===== config.mk =====
export PLATFORM = sky130hd
export DESIGN_NAME = intc_top
export DESIGN_NICKNAME = d
export VERILOG_FILES = /design/src/intc_pkg.sv /design/src/intc_edge_detect.sv /design/src/intc_pick.sv /design/src/intc_top.sv
export SDC_FILE = /design/constraint.sdc
export NUM_CORES = 1
export LEC_CHECK = 0
export BUFFER_PORTS_ARGS = -buffer_cell sky130_fd_sc_hd__buf_2
export CORE_MARGIN = 4
export CORE_UTILIZATION = 25
export CTS_CLUSTER_DIAMETER = 120
export CTS_CLUSTER_SIZE = 25
export DETAILED_ROUTE_END_ITERATION = 8
export GPL_ROUTABILITY_DRIVEN = 0
export PLACE_DENSITY = 0.41
export REMOVE_ABC_BUFFERS = 1
export SETUP_SLACK_MARGIN = 0.15
export SYNTH_ARGS = -nofsm -noshare
export SYNTH_HDL_FRONTEND = slang
export SYNTH_SLANG_ARGS = --single-unit

===== constraint.sdc =====
create_clock -name REF_CLK -period 2.8 [get_ports REF_CLK]
set_input_delay 0.7 -clock REF_CLK [delete_from_list [all_inputs] [get_ports REF_CLK]]
set_output_delay 0.7 -clock REF_CLK [all_outputs]
set_load 0.02 [all_outputs]

===== src/intc_pkg.sv =====
// constants shared by the two-level interrupt controller
package intc_pkg;

    // register indices; byte address is four times the index
    localparam logic [15:0] IDX_SYSCTL  = 16'hfff2;
    localparam logic [15:0] IDX_SENSE   = 16'hfff4;
    localparam logic [15:0] IDX_ENABLE  = 16'hfff5;
    localparam logic [15:0] IDX_FLAG    = 16'hfff6;
    localparam logic [15:0] IDX_PRIO_A  = 16'hfff8;
    localparam logic [15:0] IDX_PRIO_B  = 16'hfff9;

    // reset values
    localparam logic [7:0] RST_SYSCTL  = 8'h0b;
    localparam logic [7:0] RST_SENSE   = 8'h00;
    localparam logic [7:0] RST_ENABLE  = 8'h00;
    localparam logic [7:0] RST_FLAG    = 8'h00;
    localparam logic [7:0] RST_PRIO_A  = 8'h00;
    localparam logic [7:0] RST_PRIO_B  = 8'h00;

    // system control fields
    localparam int SYS_USER_BIT_SELECT   = 3;
    localparam int SYS_NONMASK_EDGE_SEL  = 2;

    // request flag, enable and sense bit of each external pin
    localparam int EXT_PINS = 4;
    localparam logic [7:0] FLAG_MASK = 8'h33;
    localparam int EXT_BIT_ZERO = 0;
    localparam int EXT_BIT_ONE  = 1;
    localparam int EXT_BIT_FOUR = 4;
    localparam int EXT_BIT_FIVE = 5;

    // priority bits per source
    localparam int PA_REQ_ZERO = 7;
    localparam int PA_REQ_ONE  = 6;
    localparam int PA_REQ_45   = 4;
    localparam int PA_WDOG     = 3;
    localparam int PA_TMR0     = 2;
    localparam int PA_TMR1     = 1;
    localparam int PA_TMR2     = 0;
    localparam int PB_TMR3     = 7;
    localparam int PB_TMR4     = 6;
    localparam int PB_SER0     = 3;
    localparam int PB_SER1     = 2;
    localparam int PB_ADC      = 1;

    // maskable sources: 4 external then 9 internal modules
    localparam int SRC_COUNT = 13;
    localparam int INT_COUNT = 9;

    // vector numbers
    localparam logic [7:0] VEC_NONMASK  = 8'h07;
    localparam logic [7:0] VEC_REQ_ZERO = 8'h0c;
    localparam logic [7:0] VEC_REQ_ONE  = 8'h0d;
    localparam logic [7:0] VEC_REQ_FOUR = 8'h10;
    localparam logic [7:0] VEC_REQ_FIVE = 8'h11;
    localparam logic [7:0] VEC_INT_BASE = 8'h14;

endpackage


===== src/intc_edge_detect.sv =====
// edge detector with selectable polarity, primed after reset
`timescale 1ns/1ps
module intc_edge_detect (
    // clock and reset
    input  wire logic clk,
    input  wire logic rst,
    // pin and selection
    input  wire logic pin,
    input  wire logic rise_sel,
    // one-cycle edge pulse
    output logic      edge_pulse
);

    logic prev_q;
    logic primed_q;

    // remember the last level; no edge in the first cycle
    always_ff @(posedge clk) begin
        if (rst) begin
            prev_q   <= 1'b1;
            primed_q <= 1'b0;
        end else begin
            prev_q   <= pin;
            primed_q <= 1'b1;
        end
    end

    // rising when selected, else falling
    assign edge_pulse = primed_q & (rise_sel ? (pin & ~prev_q) : (~pin & prev_q));

endmodule


===== src/intc_pick.sv =====
// fixed-order picker: lowest index among requests wins
`timescale 1ns/1ps
module intc_pick (
    // request vector
    input  wire logic [intc_pkg::SRC_COUNT-1:0] req,
    // result
    output logic                                found,
    output logic [3:0]                          idx
);

    // scan down so the lowest set index is the last one kept
    always_comb begin
        found = 1'b0;
        idx   = 4'h0;
        for (int i = intc_pkg::SRC_COUNT - 1; i >= 0; i--) begin
            if (req[i]) begin
                found = 1'b1;
                idx   = 4'(i);
            end
        end
    end

endmodule


===== src/intc_top.sv =====
// two-level interrupt controller with apb register access
//
// Overview of operation
// - nonmaskable request always wins, never masked
// - each maskable source gets one of two levels
// - three-level masking from mask and user bits
// - every source presents its own vector
// - each external pin: falling edge or level
// - control register reset by reset or standby
// - user select 0 makes user bit a mask
// - edge select 0 falling, 1 rising
// - priority register a clears on reset, standby
// - top bit: external request zero level
// - next bit: external request one level
// - reserved priority bit stored, no effect
// - flags accept only zero writes, clearing
// - lower bits: four/five, watchdog, timers
// - flag clears on zero after read one
`timescale 1ns/1ps
module intc_top (
    // clock and reset
    input  wire logic        REF_CLK,
    input  wire logic        RESET,
    input  wire logic        HW_STANDBY,
    // apb slave
    input  wire logic        PSEL,
    input  wire logic        PENABLE,
    input  wire logic        PWRITE,
    input  wire logic [17:0] PADDR,
    input  wire logic [31:0] PWDATA,
    output logic      [31:0] PRDATA,
    output logic             PREADY,
    output logic             PSLVERR,
    // request pins, active low for the external four
    input  wire logic        NONMASK_PIN,
    input  wire logic        EXT_REQUEST_ZERO_N,
    input  wire logic        EXT_REQUEST_ONE_N,
    input  wire logic        EXT_REQUEST_FOUR_N,
    input  wire logic        EXT_REQUEST_FIVE_N,
    // internal module requests, levels
    input  wire logic [8:0]  MODULE_REQ,
    // cpu condition code bits
    input  wire logic        COND_CODE_MASK,
    input  wire logic        USER_MASK_BIT,
    // cpu exception interface
    input  wire logic        IRQ_ACK,
    output logic             IRQ_REQ,
    output logic             IRQ_NONMASK,
    output logic      [7:0]  IRQ_VECTOR
);

    typedef enum logic [1:0] {
        AP_IDLE = 2'b00,
        AP_DONE = 2'b01
    } apb_state_e;

    apb_state_e apb_state_q;
    apb_state_e apb_state_d;

    logic [7:0]  system_ctrl_reg_q;
    logic [7:0]  sense_select_reg_q;
    logic [7:0]  request_enable_reg_q;
    logic [7:0]  request_flag_reg_q;
    logic [7:0]  request_flag_reg_d;
    logic [7:0]  priority_reg_a_q;
    logic [7:0]  priority_reg_b_q;
    logic [7:0]  read_seen_q;
    logic [7:0]  read_seen_d;
    logic [31:0] prdata_q;
    logic        pslverr_q;
    logic        nonmask_pend_q;
    logic        irq_req_q;
    logic        irq_nonmask_q;
    logic [7:0]  irq_vector_q;

    logic        init;
    logic [15:0] reg_idx;
    logic        mapped;
    logic [7:0]  rd_value;
    logic        wr_done;
    logic        rd_done;
    logic [7:0]  wbyte;
    logic [3:0]  ext_pin_n;
    logic [3:0]  ext_edge;
    logic [7:0]  ext_low;
    logic [7:0]  ext_fall;
    logic        nonmask_edge;
    logic        user_bit_select;
    logic        accept_all;
    logic        accept_high;
    logic [intc_pkg::SRC_COUNT-1:0] src_req;
    logic [intc_pkg::SRC_COUNT-1:0] src_prio;
    logic [intc_pkg::SRC_COUNT-1:0] src_pass;
    logic        hi_found;
    logic        lo_found;
    logic [3:0]  hi_idx;
    logic [3:0]  lo_idx;
    logic [3:0]  win_idx;
    logic        ack_nonmask;
    logic [7:0]  ack_clear;

    // flag bit position of each external pin
    function automatic int ext_bit(input int n);
        case (n)
            0:       ext_bit = intc_pkg::EXT_BIT_ZERO;
            1:       ext_bit = intc_pkg::EXT_BIT_ONE;
            2:       ext_bit = intc_pkg::EXT_BIT_FOUR;
            default: ext_bit = intc_pkg::EXT_BIT_FIVE;
        endcase
    endfunction

    // vector of each maskable source
    function automatic logic [7:0] vec_of(input logic [3:0] idx);
        case (idx)
            4'h0:    vec_of = intc_pkg::VEC_REQ_ZERO;
            4'h1:    vec_of = intc_pkg::VEC_REQ_ONE;
            4'h2:    vec_of = intc_pkg::VEC_REQ_FOUR;
            4'h3:    vec_of = intc_pkg::VEC_REQ_FIVE;
            default: vec_of = intc_pkg::VEC_INT_BASE + 8'(idx) - 8'h04;
        endcase
    endfunction

    // hardware standby acts like reset on the registers
    assign init = RESET | HW_STANDBY;

    assign reg_idx = PADDR[17:2];
    assign wbyte   = PWDATA[7:0];

    // address decode and read mux
    always_comb begin
        mapped   = 1'b1;
        rd_value = 8'h00;
        if (reg_idx == intc_pkg::IDX_SYSCTL) begin
            rd_value = system_ctrl_reg_q;
        end else if (reg_idx == intc_pkg::IDX_SENSE) begin
            rd_value = sense_select_reg_q;
        end else if (reg_idx == intc_pkg::IDX_ENABLE) begin
            rd_value = request_enable_reg_q;
        end else if (reg_idx == intc_pkg::IDX_FLAG) begin
            rd_value = request_flag_reg_q & intc_pkg::FLAG_MASK;
        end else if (reg_idx == intc_pkg::IDX_PRIO_A) begin
            rd_value = priority_reg_a_q;
        end else if (reg_idx == intc_pkg::IDX_PRIO_B) begin
            rd_value = priority_reg_b_q;
        end else begin
            mapped = 1'b0;
        end
    end

    // two-state access sequencer: one wait cycle then ready
    always_comb begin
        case (apb_state_q)
            AP_IDLE: apb_state_d = (PSEL & PENABLE) ? AP_DONE : AP_IDLE;
            default: apb_state_d = AP_IDLE;
        endcase
    end

    always_ff @(posedge REF_CLK) begin
        if (RESET) begin
            apb_state_q <= AP_IDLE;
        end else begin
            apb_state_q <= apb_state_d;
        end
    end

    // read data and error captured in the wait cycle
    always_ff @(posedge REF_CLK) begin
        if (RESET) begin
            prdata_q  <= 32'h0000_0000;
            pslverr_q <= 1'b0;
        end else if (apb_state_q == AP_IDLE && PSEL && PENABLE) begin
            prdata_q  <= {24'h00_0000, rd_value};
            pslverr_q <= ~mapped;
        end
    end

    assign PREADY  = (apb_state_q == AP_DONE);
    assign PRDATA  = prdata_q;
    assign PSLVERR = PREADY & pslverr_q;
    assign wr_done = PREADY & PSEL & PENABLE & PWRITE & mapped;
    assign rd_done = PREADY & PSEL & PENABLE & ~PWRITE;

    always_ff @(posedge REF_CLK) begin
        if (init) begin
            system_ctrl_reg_q <= intc_pkg::RST_SYSCTL;
        end else if (wr_done && reg_idx == intc_pkg::IDX_SYSCTL) begin
            system_ctrl_reg_q <= wbyte;
        end
    end

    always_ff @(posedge REF_CLK) begin
        if (init) begin
            sense_select_reg_q   <= intc_pkg::RST_SENSE;
            request_enable_reg_q <= intc_pkg::RST_ENABLE;
        end else if (wr_done && reg_idx == intc_pkg::IDX_SENSE) begin
            sense_select_reg_q   <= wbyte;
        end else if (wr_done && reg_idx == intc_pkg::IDX_ENABLE) begin
            request_enable_reg_q <= wbyte;
        end
    end

    always_ff @(posedge REF_CLK) begin
        if (init) begin
            priority_reg_a_q <= intc_pkg::RST_PRIO_A;
            priority_reg_b_q <= intc_pkg::RST_PRIO_B;
        end else if (wr_done && reg_idx == intc_pkg::IDX_PRIO_A) begin
            priority_reg_a_q <= wbyte;
        end else if (wr_done && reg_idx == intc_pkg::IDX_PRIO_B) begin
            priority_reg_b_q <= wbyte;
        end
    end

    assign user_bit_select = system_ctrl_reg_q[intc_pkg::SYS_USER_BIT_SELECT];

    assign ext_pin_n = {EXT_REQUEST_FIVE_N, EXT_REQUEST_FOUR_N,
                        EXT_REQUEST_ONE_N, EXT_REQUEST_ZERO_N};

    // nonmaskable edge, polarity from system control
    intc_edge_detect u_nonmask_edge (
        .clk        (REF_CLK),
        .rst        (init),
        .pin        (NONMASK_PIN),
        .rise_sel   (system_ctrl_reg_q[intc_pkg::SYS_NONMASK_EDGE_SEL]),
        .edge_pulse (nonmask_edge)
    );

    // one falling-edge detector per external pin
    generate
        for (genvar g = 0; g < intc_pkg::EXT_PINS; g++) begin : g_ext
            intc_edge_detect u_ext_edge (
                .clk        (REF_CLK),
                .rst        (init),
                .pin        (ext_pin_n[g]),
                .rise_sel   (1'b0),
                .edge_pulse (ext_edge[g])
            );
        end
    endgenerate

    // spread pin events onto flag bit positions
    always_comb begin
        ext_low  = 8'h00;
        ext_fall = 8'h00;
        for (int n = 0; n < intc_pkg::EXT_PINS; n++) begin
            ext_low[ext_bit(n)]  = ~ext_pin_n[n];
            ext_fall[ext_bit(n)] = ext_edge[n];
        end
    end

    // nonmaskable pending, cleared when its exception is taken
    always_ff @(posedge REF_CLK) begin
        if (init) begin
            nonmask_pend_q <= 1'b0;
        end else if (nonmask_edge) begin
            nonmask_pend_q <= 1'b1;
        end else if (ack_nonmask) begin
            nonmask_pend_q <= 1'b0;
        end
    end

    // ack clear: edge mode, or level mode with pin high
    always_comb begin
        ack_clear = 8'h00;
        for (int n = 0; n < intc_pkg::EXT_PINS; n++) begin
            if (IRQ_ACK && irq_req_q && !irq_nonmask_q &&
                irq_vector_q == vec_of(4'(n))) begin
                ack_clear[ext_bit(n)] = sense_select_reg_q[ext_bit(n)] |
                                        ext_pin_n[n];
            end
        end
    end

    // flag update: set beats any clear in the same cycle
    always_comb begin
        request_flag_reg_d = request_flag_reg_q & ~ack_clear;
        read_seen_d        = read_seen_q;
        if (rd_done && reg_idx == intc_pkg::IDX_FLAG) begin
            read_seen_d = read_seen_q | request_flag_reg_q;
        end
        if (wr_done && reg_idx == intc_pkg::IDX_FLAG) begin
            // only a zero written over a seen one clears; ones are ignored
            request_flag_reg_d = request_flag_reg_d & ~(read_seen_q & ~wbyte);
            read_seen_d        = read_seen_d & wbyte;
        end
        // sense bit 1: falling edge, 0: low level
        request_flag_reg_d = (request_flag_reg_d |
                              (sense_select_reg_q & ext_fall) |
                              (~sense_select_reg_q & ext_low)) & intc_pkg::FLAG_MASK;
    end

    always_ff @(posedge REF_CLK) begin
        if (init) begin
            request_flag_reg_q <= intc_pkg::RST_FLAG;
            read_seen_q        <= 8'h00;
        end else begin
            request_flag_reg_q <= request_flag_reg_d;
            read_seen_q        <= read_seen_d & request_flag_reg_d;
        end
    end

    // source list: four pins first, then the internal modules
    always_comb begin
        src_req = {MODULE_REQ, 4'h0};
        for (int n = 0; n < intc_pkg::EXT_PINS; n++) begin
            src_req[n] = request_flag_reg_q[ext_bit(n)] & request_enable_reg_q[ext_bit(n)];
        end
    end

    // level of each source from its priority bit
    always_comb begin
        src_prio[0]  = priority_reg_a_q[intc_pkg::PA_REQ_ZERO];
        src_prio[1]  = priority_reg_a_q[intc_pkg::PA_REQ_ONE];
        src_prio[2]  = priority_reg_a_q[intc_pkg::PA_REQ_45];
        src_prio[3]  = priority_reg_a_q[intc_pkg::PA_REQ_45];
        src_prio[4]  = priority_reg_a_q[intc_pkg::PA_WDOG];
        src_prio[5]  = priority_reg_a_q[intc_pkg::PA_TMR0];
        src_prio[6]  = priority_reg_a_q[intc_pkg::PA_TMR1];
        src_prio[7]  = priority_reg_a_q[intc_pkg::PA_TMR2];
        src_prio[8]  = priority_reg_b_q[intc_pkg::PB_TMR3];
        src_prio[9]  = priority_reg_b_q[intc_pkg::PB_TMR4];
        src_prio[10] = priority_reg_b_q[intc_pkg::PB_SER0];
        src_prio[11] = priority_reg_b_q[intc_pkg::PB_SER1];
        src_prio[12] = priority_reg_b_q[intc_pkg::PB_ADC];
    end

    // mask clear: all; user bit as mask and clear: high only
    assign accept_all  = ~COND_CODE_MASK;
    assign accept_high = COND_CODE_MASK & ~user_bit_select & ~USER_MASK_BIT;
    assign src_pass    = src_req & ({intc_pkg::SRC_COUNT{accept_all}} |
                                    ({intc_pkg::SRC_COUNT{accept_high}} & src_prio));

    intc_pick u_pick_high (
        .req   (src_pass & src_prio),
        .found (hi_found),
        .idx   (hi_idx)
    );

    intc_pick u_pick_low (
        .req   (src_pass & ~src_prio),
        .found (lo_found),
        .idx   (lo_idx)
    );

    assign win_idx     = hi_found ? hi_idx : lo_idx;
    assign ack_nonmask = IRQ_ACK & irq_req_q & irq_nonmask_q;

    // registered request and vector to the cpu
    always_ff @(posedge REF_CLK) begin
        if (init) begin
            irq_req_q     <= 1'b0;
            irq_nonmask_q <= 1'b0;
            irq_vector_q  <= 8'h00;
        end else if (nonmask_pend_q && !ack_nonmask) begin
            irq_req_q     <= 1'b1;
            irq_nonmask_q <= 1'b1;
            irq_vector_q  <= intc_pkg::VEC_NONMASK;
        end else begin
            irq_req_q     <= hi_found | lo_found;
            irq_nonmask_q <= 1'b0;
            irq_vector_q  <= vec_of(win_idx);
        end
    end

    assign IRQ_REQ     = irq_req_q;
    assign IRQ_NONMASK = irq_nonmask_q;
    assign IRQ_VECTOR  = irq_vector_q;

endmodule


Word level (Yosys, flattened, before mapping)
Index checks and enable logic that the tools add are counted.

Register bits: 80. Bits of input ports: 73. Output and inout port bits: 44. Word-level logic and storage cells: 249.

$add $sub $neg: 2. Magnitude comparators: 8. Eq/ne operators: 14. Multiplexer cells: 108. Bitwise logic cells: 67. Reduce and logical (&&, ||, !) cells: 29.

Operator list (count): 32-bit by 1-bit greater-or-equal comparator with 1-bit output, second input constant (4); 32-bit by 5-bit less-than comparator with 1-bit output, second input constant (4); 32-bit two-way mux (4); 4-bit two-way mux (27); 16-bit equality test, second input constant (6); 8-bit two-way mux (11); 13-bit AND (4); 1-bit two-way mux (51); 8-bit case mux with 4 select lines (1); 6-bit AND (5); 1-bit AND (26); 8-bit bitwise mux (3); 6-bit inverter (4); 1-bit logical AND (20); 8-bit AND (2); 8-bit by 4-bit equality test with 1-bit output, second input constant (2); 8-bit by 5-bit equality test with 1-bit output, second input constant (2); 1-bit inverter (14); 13-bit inverter (1); 13-bit OR (1); 1-bit binary-select mux with 3-bit select (4); 1-bit demux with 3-bit select (4); 6-bit two-way mux (2); 6-bit OR (2); 15 further kinds (24).

Longest topological paths before layout
Word-level depth: 25. Depth in mapped cells: 8. Mapped depth without buffers: 6.

By module
A second synthesis with hierarchy kept.

Cells, all modules: 483. Area, all modules: 4018.9 µm².

Modules (own cells, without submodules): intc_top (times used 1, cells each 400, area each 3337.0 µm², sequential area each 1321.3 µm²); intc_edge_detect (times used 5, cells each 7, area each 73.8 µm², sequential area each 40.0 µm²); intc_pick (times used 2, cells each 24, area each 156.4 µm², sequential area each 0.0 µm²).

Worst setup path before layout
Ideal clock, no wire load.

Path type: input to register. Start: in PADDR[9]. End: reg request_enable_reg_q[0]. Arrival time: 2317 ps. Required time: 2672 ps. Setup slack: 356 ps. Cell stages on the path: 7. Path buffers: 1. Cells stage by stage: nand4_1 > or3_4 > or3_1 > buf_6 > nor3_4 > mux2i_1 > nor2_1.

Cells in the longest elaborated chain, start to end: 11. Elaborated cells on any way between the ends: 17.

Ends and longest elaborated chain: start, declared (line intc_top.sv:29) `input wire logic [17:0] PADDR,`; 16-bit equality test (line intc_top.sv:143) `end else if (reg_idx == intc_pkg::IDX_PRIO_B) begin`; 1-bit two-way mux (line intc_top.sv:143); 1-bit two-way mux (line intc_top.sv:141) `end else if (reg_idx == intc_pkg::IDX_PRIO_A) begin`; 1-bit two-way mux (line intc_top.sv:139) `end else if (reg_idx == intc_pkg::IDX_FLAG) begin`; 1-bit two-way mux (line intc_top.sv:137) `end else if (reg_idx == intc_pkg::IDX_ENABLE) begin`; 1-bit two-way mux (line intc_top.sv:135) `end else if (reg_idx == intc_pkg::IDX_SENSE) begin`; 1-bit two-way mux (line intc_top.sv:133) `if (reg_idx == intc_pkg::IDX_SYSCTL) begin`; 1-bit AND (line intc_top.sv:180) `assign wr_done = PREADY & PSEL & PENABLE & PWRITE & mapped;`; 1-bit logical AND (line intc_top.sv:195) `end else if (wr_done && reg_idx == intc_pkg::IDX_SENSE) begin`; 1-bit inverter (no line); 2-bit AND reduction (no line) (*); end signal, assigned (line intc_top.sv:194) `request_enable_reg_q <= intc_pkg::RST_ENABLE;`; end signal, assigned (line intc_top.sv:198) `request_enable_reg_q <= wbyte;`; end, declared (line intc_top.sv:62) `logic [7:0] request_enable_reg_q;`.

Every way passes the cells marked *; elsewhere a longest branch is shown, timed or not. A chain may end at the register's enable or synchronous reset.

Final worst setup path
Start: in PADDR[9]. End: reg sense_select_reg_q[4].

Cells in the longest elaborated chain, start to end: 9. Elaborated cells on any way between the ends: 14.

Ends and longest elaborated chain: 16-bit equality test (line intc_top.sv:143); 1-bit two-way mux (line intc_top.sv:143); 1-bit two-way mux (line intc_top.sv:141); 1-bit two-way mux (line intc_top.sv:139); 1-bit two-way mux (line intc_top.sv:137); 1-bit two-way mux (line intc_top.sv:135); 1-bit two-way mux (line intc_top.sv:133); 1-bit AND (line intc_top.sv:180); 1-bit logical AND (*) (line intc_top.sv:195); end signal, assigned (line intc_top.sv:193) `sense_select_reg_q <= intc_pkg::RST_SENSE;`; end signal, assigned (line intc_top.sv:196) `sense_select_reg_q <= wbyte;`; end, declared (line intc_top.sv:61) `logic [7:0] sense_select_reg_q;`.

Marked as above.

==> flow_metrics.tcl <==
set metrics [dict create \
    power_frac_seq_pct 42.1 \
    intPower_mw 1.91 \
    root_buffer "clkbuf_16" \
    first_global_vias 3548 \
    nFillCells 1652 \
    synthToLayoutAreaGrowth_pct 21.7 \
    fin_util_pct 31.2 \
    overflow 0 \
    tightest_slew_ns 0.597 \
    cp-end-kind "register" \
    first_iter_violations 263 \
    grt_antenna_before_repair 0 \
    path_cells "buf_2 > nand4_1 > or3_4 > or3_1 > or3_1 > nand2_1 > a21oi_1" \
    fin_skew_ns 0.00896 \
    power.leakage_nw 1.85 \
    cp_common_cell "or3_1" \
    powerDensity_nw_per_um2 529 \
    fmax_ghz 0.435 \
    rr_worst_depth 7 \
    cts_max_level 3 \
    die-area_um2 17700 \
    rsz0062_at_grt "no" \
    dieWidth_um 133 \
    cts.sink_count 72 \
    placed_cell_area_um2 4440 \
    regToRegStartpoint "request_flag_reg_q[5]" \
    critical_path_arrival_ns 2.50 \
    yosysUniqueCellTypes 60 \
    swShare_pct 24.1 \
    cts_tree "built" \
    final_hold_viol_count 0 \
    p_comb_share_pct 9.9 \
    gr-usage-all-layers_pct 14.5 \
    via_count 3752 \
    final_cell_area_um2 4750 \
    cp.depth 7 \
    cts_made_buffers 9 \
    fin_crit_ns 2.30 \
    worstPathRequired_ns 3.00 \
    clk_latency_ns 0.33 \
    status "complete, no violations" \
    die_h_um 133 \
    vdd.ir_drop.worst_uv 280 \
    totalWireLength_um 12800 \
    cp-start-kind "input pin" \
    grt_first_pass_wirelength_um 20100 \
    synth_seq_cells 72 \
    ys_warn_count 0 \
    initial_core_util_pct 25.6 \
    maxSlewHeadroom_pct 60.1 \
    synth-edff-count 0 \
    p_switching_mw 0.605 \
    syn_avg_cell_area_um2 7.83 \
    cts_hold_buf 0 \
    cp_top_family "simple AND/OR/NAND/NOR gates" \
    maxSlewViolCount 0 \
    yosysSeqAreaShare_pct 36.9 \
    nNetsFinal 642 \
    ant_nets 0 \
    fp-row-count 45 \
    synth.cell_area_um2 3910 \
    pin_count 117 \
    place_hpwl_um 9750 \
    core_area_um2 15300 \
    hp-class "reg -> reg" \
    drv_cap 0 \
    setup_viol 0 \
    synthArstFlopShare_pct 0 \
    wl_per_cell_um 16.3 \
    post_cts_resized 0 \
    grt_max_degree 45 \
    drc_errors 0 \
    crit_buf_inv 1 \
    post_cts_buffers 0 \
    finalSetupTns_ns 0 \
    viasPerCell 4.78 \
    drive_gt1_share_pct 18.6 \
    drt-pass1-iter-count 4 \
    fin_crit_sh_pct 82.1 \
    startpoint "PADDR[9]" \
    cp_slowest_stage_delay_ns 0.52 \
    synthCells 499 \
    rrSetupSlack_ns 0.68 \
    slowest_stage "or3_1" \
    cp_max_fo 8 \
    worstSetupPathType "in -> reg" \
    worstSetupEndpoint "sense_select_reg_q[4]" \
    r2r-end "IRQ_VECTOR[2]" \
    clk_pin_slew_worst_paths_ns 0.06 \
    pwr-share-clk_pct 48.0 \
    clockBufferDepth 2 \
    synthFlopType "dfxtp_1" \
    diodes 0 \
    io_buffers 63 \
]
synthesized netlist by cell type, types with 3 or more instances:
cell,instances,share of area [%]
a2111oi_0,3,0.67
a22oi_1,4,0.77
nor2b_1,11,1.8
dfxtp_1,72,37
a21oi_1,44,5.6
mux2i_1,24,6.1
a22o_1,5,1.1
nor4_1,6,0.96
nand4_1,8,1.3
o21ai_0,15,1.9
nand2_1,83,8.0
nor2_1,46,4.4
nor3_2,3,0.77
or2_2,3,0.48
a21o_1,8,1.5
or3_1,13,2.1
clkbuf_1,19,1.8
nand2b_1,12,1.9
nand3_1,9,1.2
nor3_1,7,0.90
o21ai_1,4,0.51
and3_1,3,0.48
a211oi_1,4,0.77
buf_4,27,5.2
o22ai_1,4,0.64
inv_1,5,0.48
o32ai_1,4,0.90
a31oi_1,5,0.80
o211ai_1,3,0.58
and2_1,3,0.48
a32oi_1,3,0.67
or2_1,3,0.48
o311ai_0,4,0.90
sequential cells by signal, summed over array words and instances (netlist names), 4 cells and up:
name	count
IRQ_VECTOR	5
PRDATA	8
request_flag_reg_q	4
g_ext.u_ext_edge.prev_q	4
read_seen_q	4
system_ctrl_reg_q	8
priority_reg_b_q	8
priority_reg_a_q	8
sense_select_reg_q	8
request_enable_reg_q	8
layout by cell type (no fill, tap or decap), drive strengths merged, types with 2 or more instances in the layout:
cell type / instances
nor3: 11
o211ai: 3
or3: 14
nand3b: 2
nor2: 46
o22ai: 4
nor4: 6
a2111oi: 3
mux2i: 24
a32oi: 3
a21o: 8
a22o: 5
nand2b: 12
o311ai: 5
dfxtp: 72
nor4bb: 2
nand4: 8
o32ai: 4
nor4b: 2
o21ai: 19
buf: 83
o22a: 2
a21oi: 44
clkbuf: 14
and2: 3
conb: 27
nor2b: 11
a22oi: 4
a211oi: 4
a31oi: 5
clkinv: 2
nand3: 9
and3: 3
or2: 6
inv: 6
nand2: 83
cell type report:
cell class	count	area, µm²	area share (%)
inverter	7	26.3	0.553
multi-input combinational	396	2240	47.1
timing repair buffer	83	465	9.79
clock buffer	14	284	5.97
tap	211	264	5.55
sequential	72	1440	30.3
clock inverter	2	35.0	0.737
layer usage:
metal	up-vias	GRT usage (%)	routed length [µm]	part of all wire (%)
met4	0	3.12	78	0.61
li1	1882	-	-	-
met3	4	4.26	857	6.7
met2	109	22.3	5550	43
met1	1757	20.2	6290	49
met5	-	0	0	0
tightest hold or removal path: cells and delay by family (launching register included):
kind	cells	cell delay, ns
AO/OA/AOI/OAI	1	0.05
flip-flops	1	0.31
AND/OR/NAND/NOR	1	0.05
power by group through the flow:
stage	clock [mW]	combinational, mW	sequential, mW
after floorplan	0	0.119	1.09
after global placement	0	0.249	1.08
after detailed placement	0	0.250	1.08
after CTS	1.25	0.252	1.06
after global routing	1.28	0.276	1.06
final	1.21	0.250	1.06
cell families after synthesis:
family	share of synthesized area, %
AO/OA/AOI/OAI	20.9
buffers and inverters	8.33
flip-flops	36.9
multiplexers	6.15
other	0.0960
AND/OR/NAND/NOR	27.6
per-stage QoR:
| step | hold WS [ns] | std cells | power [mW] | setup slack (ns) |
|---|---|---|---|---|
| final | 0.452 | 785 | 2.52 | 0.500 |
| after floorplan | 0.431 | 475 | 1.21 | 0.0916 |
| after global placement | 0.439 | 769 | 1.33 | 0.154 |
| after detailed placement | 0.447 | 769 | 1.33 | 0.147 |
| after global routing | 0.471 | 785 | 2.62 | 0.343 |
| after CTS | 0.453 | 785 | 2.56 | 0.505 |
worst min-delay path by stage:
stage | from | end | slack (ns) | cells after the start
CTS | sense_select_reg_q[7] | sense_select_reg_q[7] | 0.45 | 2
detailed placement | sense_select_reg_q[7] | sense_select_reg_q[7] | 0.45 | 2
finish | sense_select_reg_q[7] | sense_select_reg_q[7] | 0.45 | 2
floorplan | sense_select_reg_q[2] | sense_select_reg_q[2] | 0.43 | 2
global placement | sense_select_reg_q[3] | sense_select_reg_q[3] | 0.44 | 2
global route | priority_reg_b_q[4] | priority_reg_b_q[4] | 0.47 | 2
Note: power is estimated with default switching activity, not from simulation.
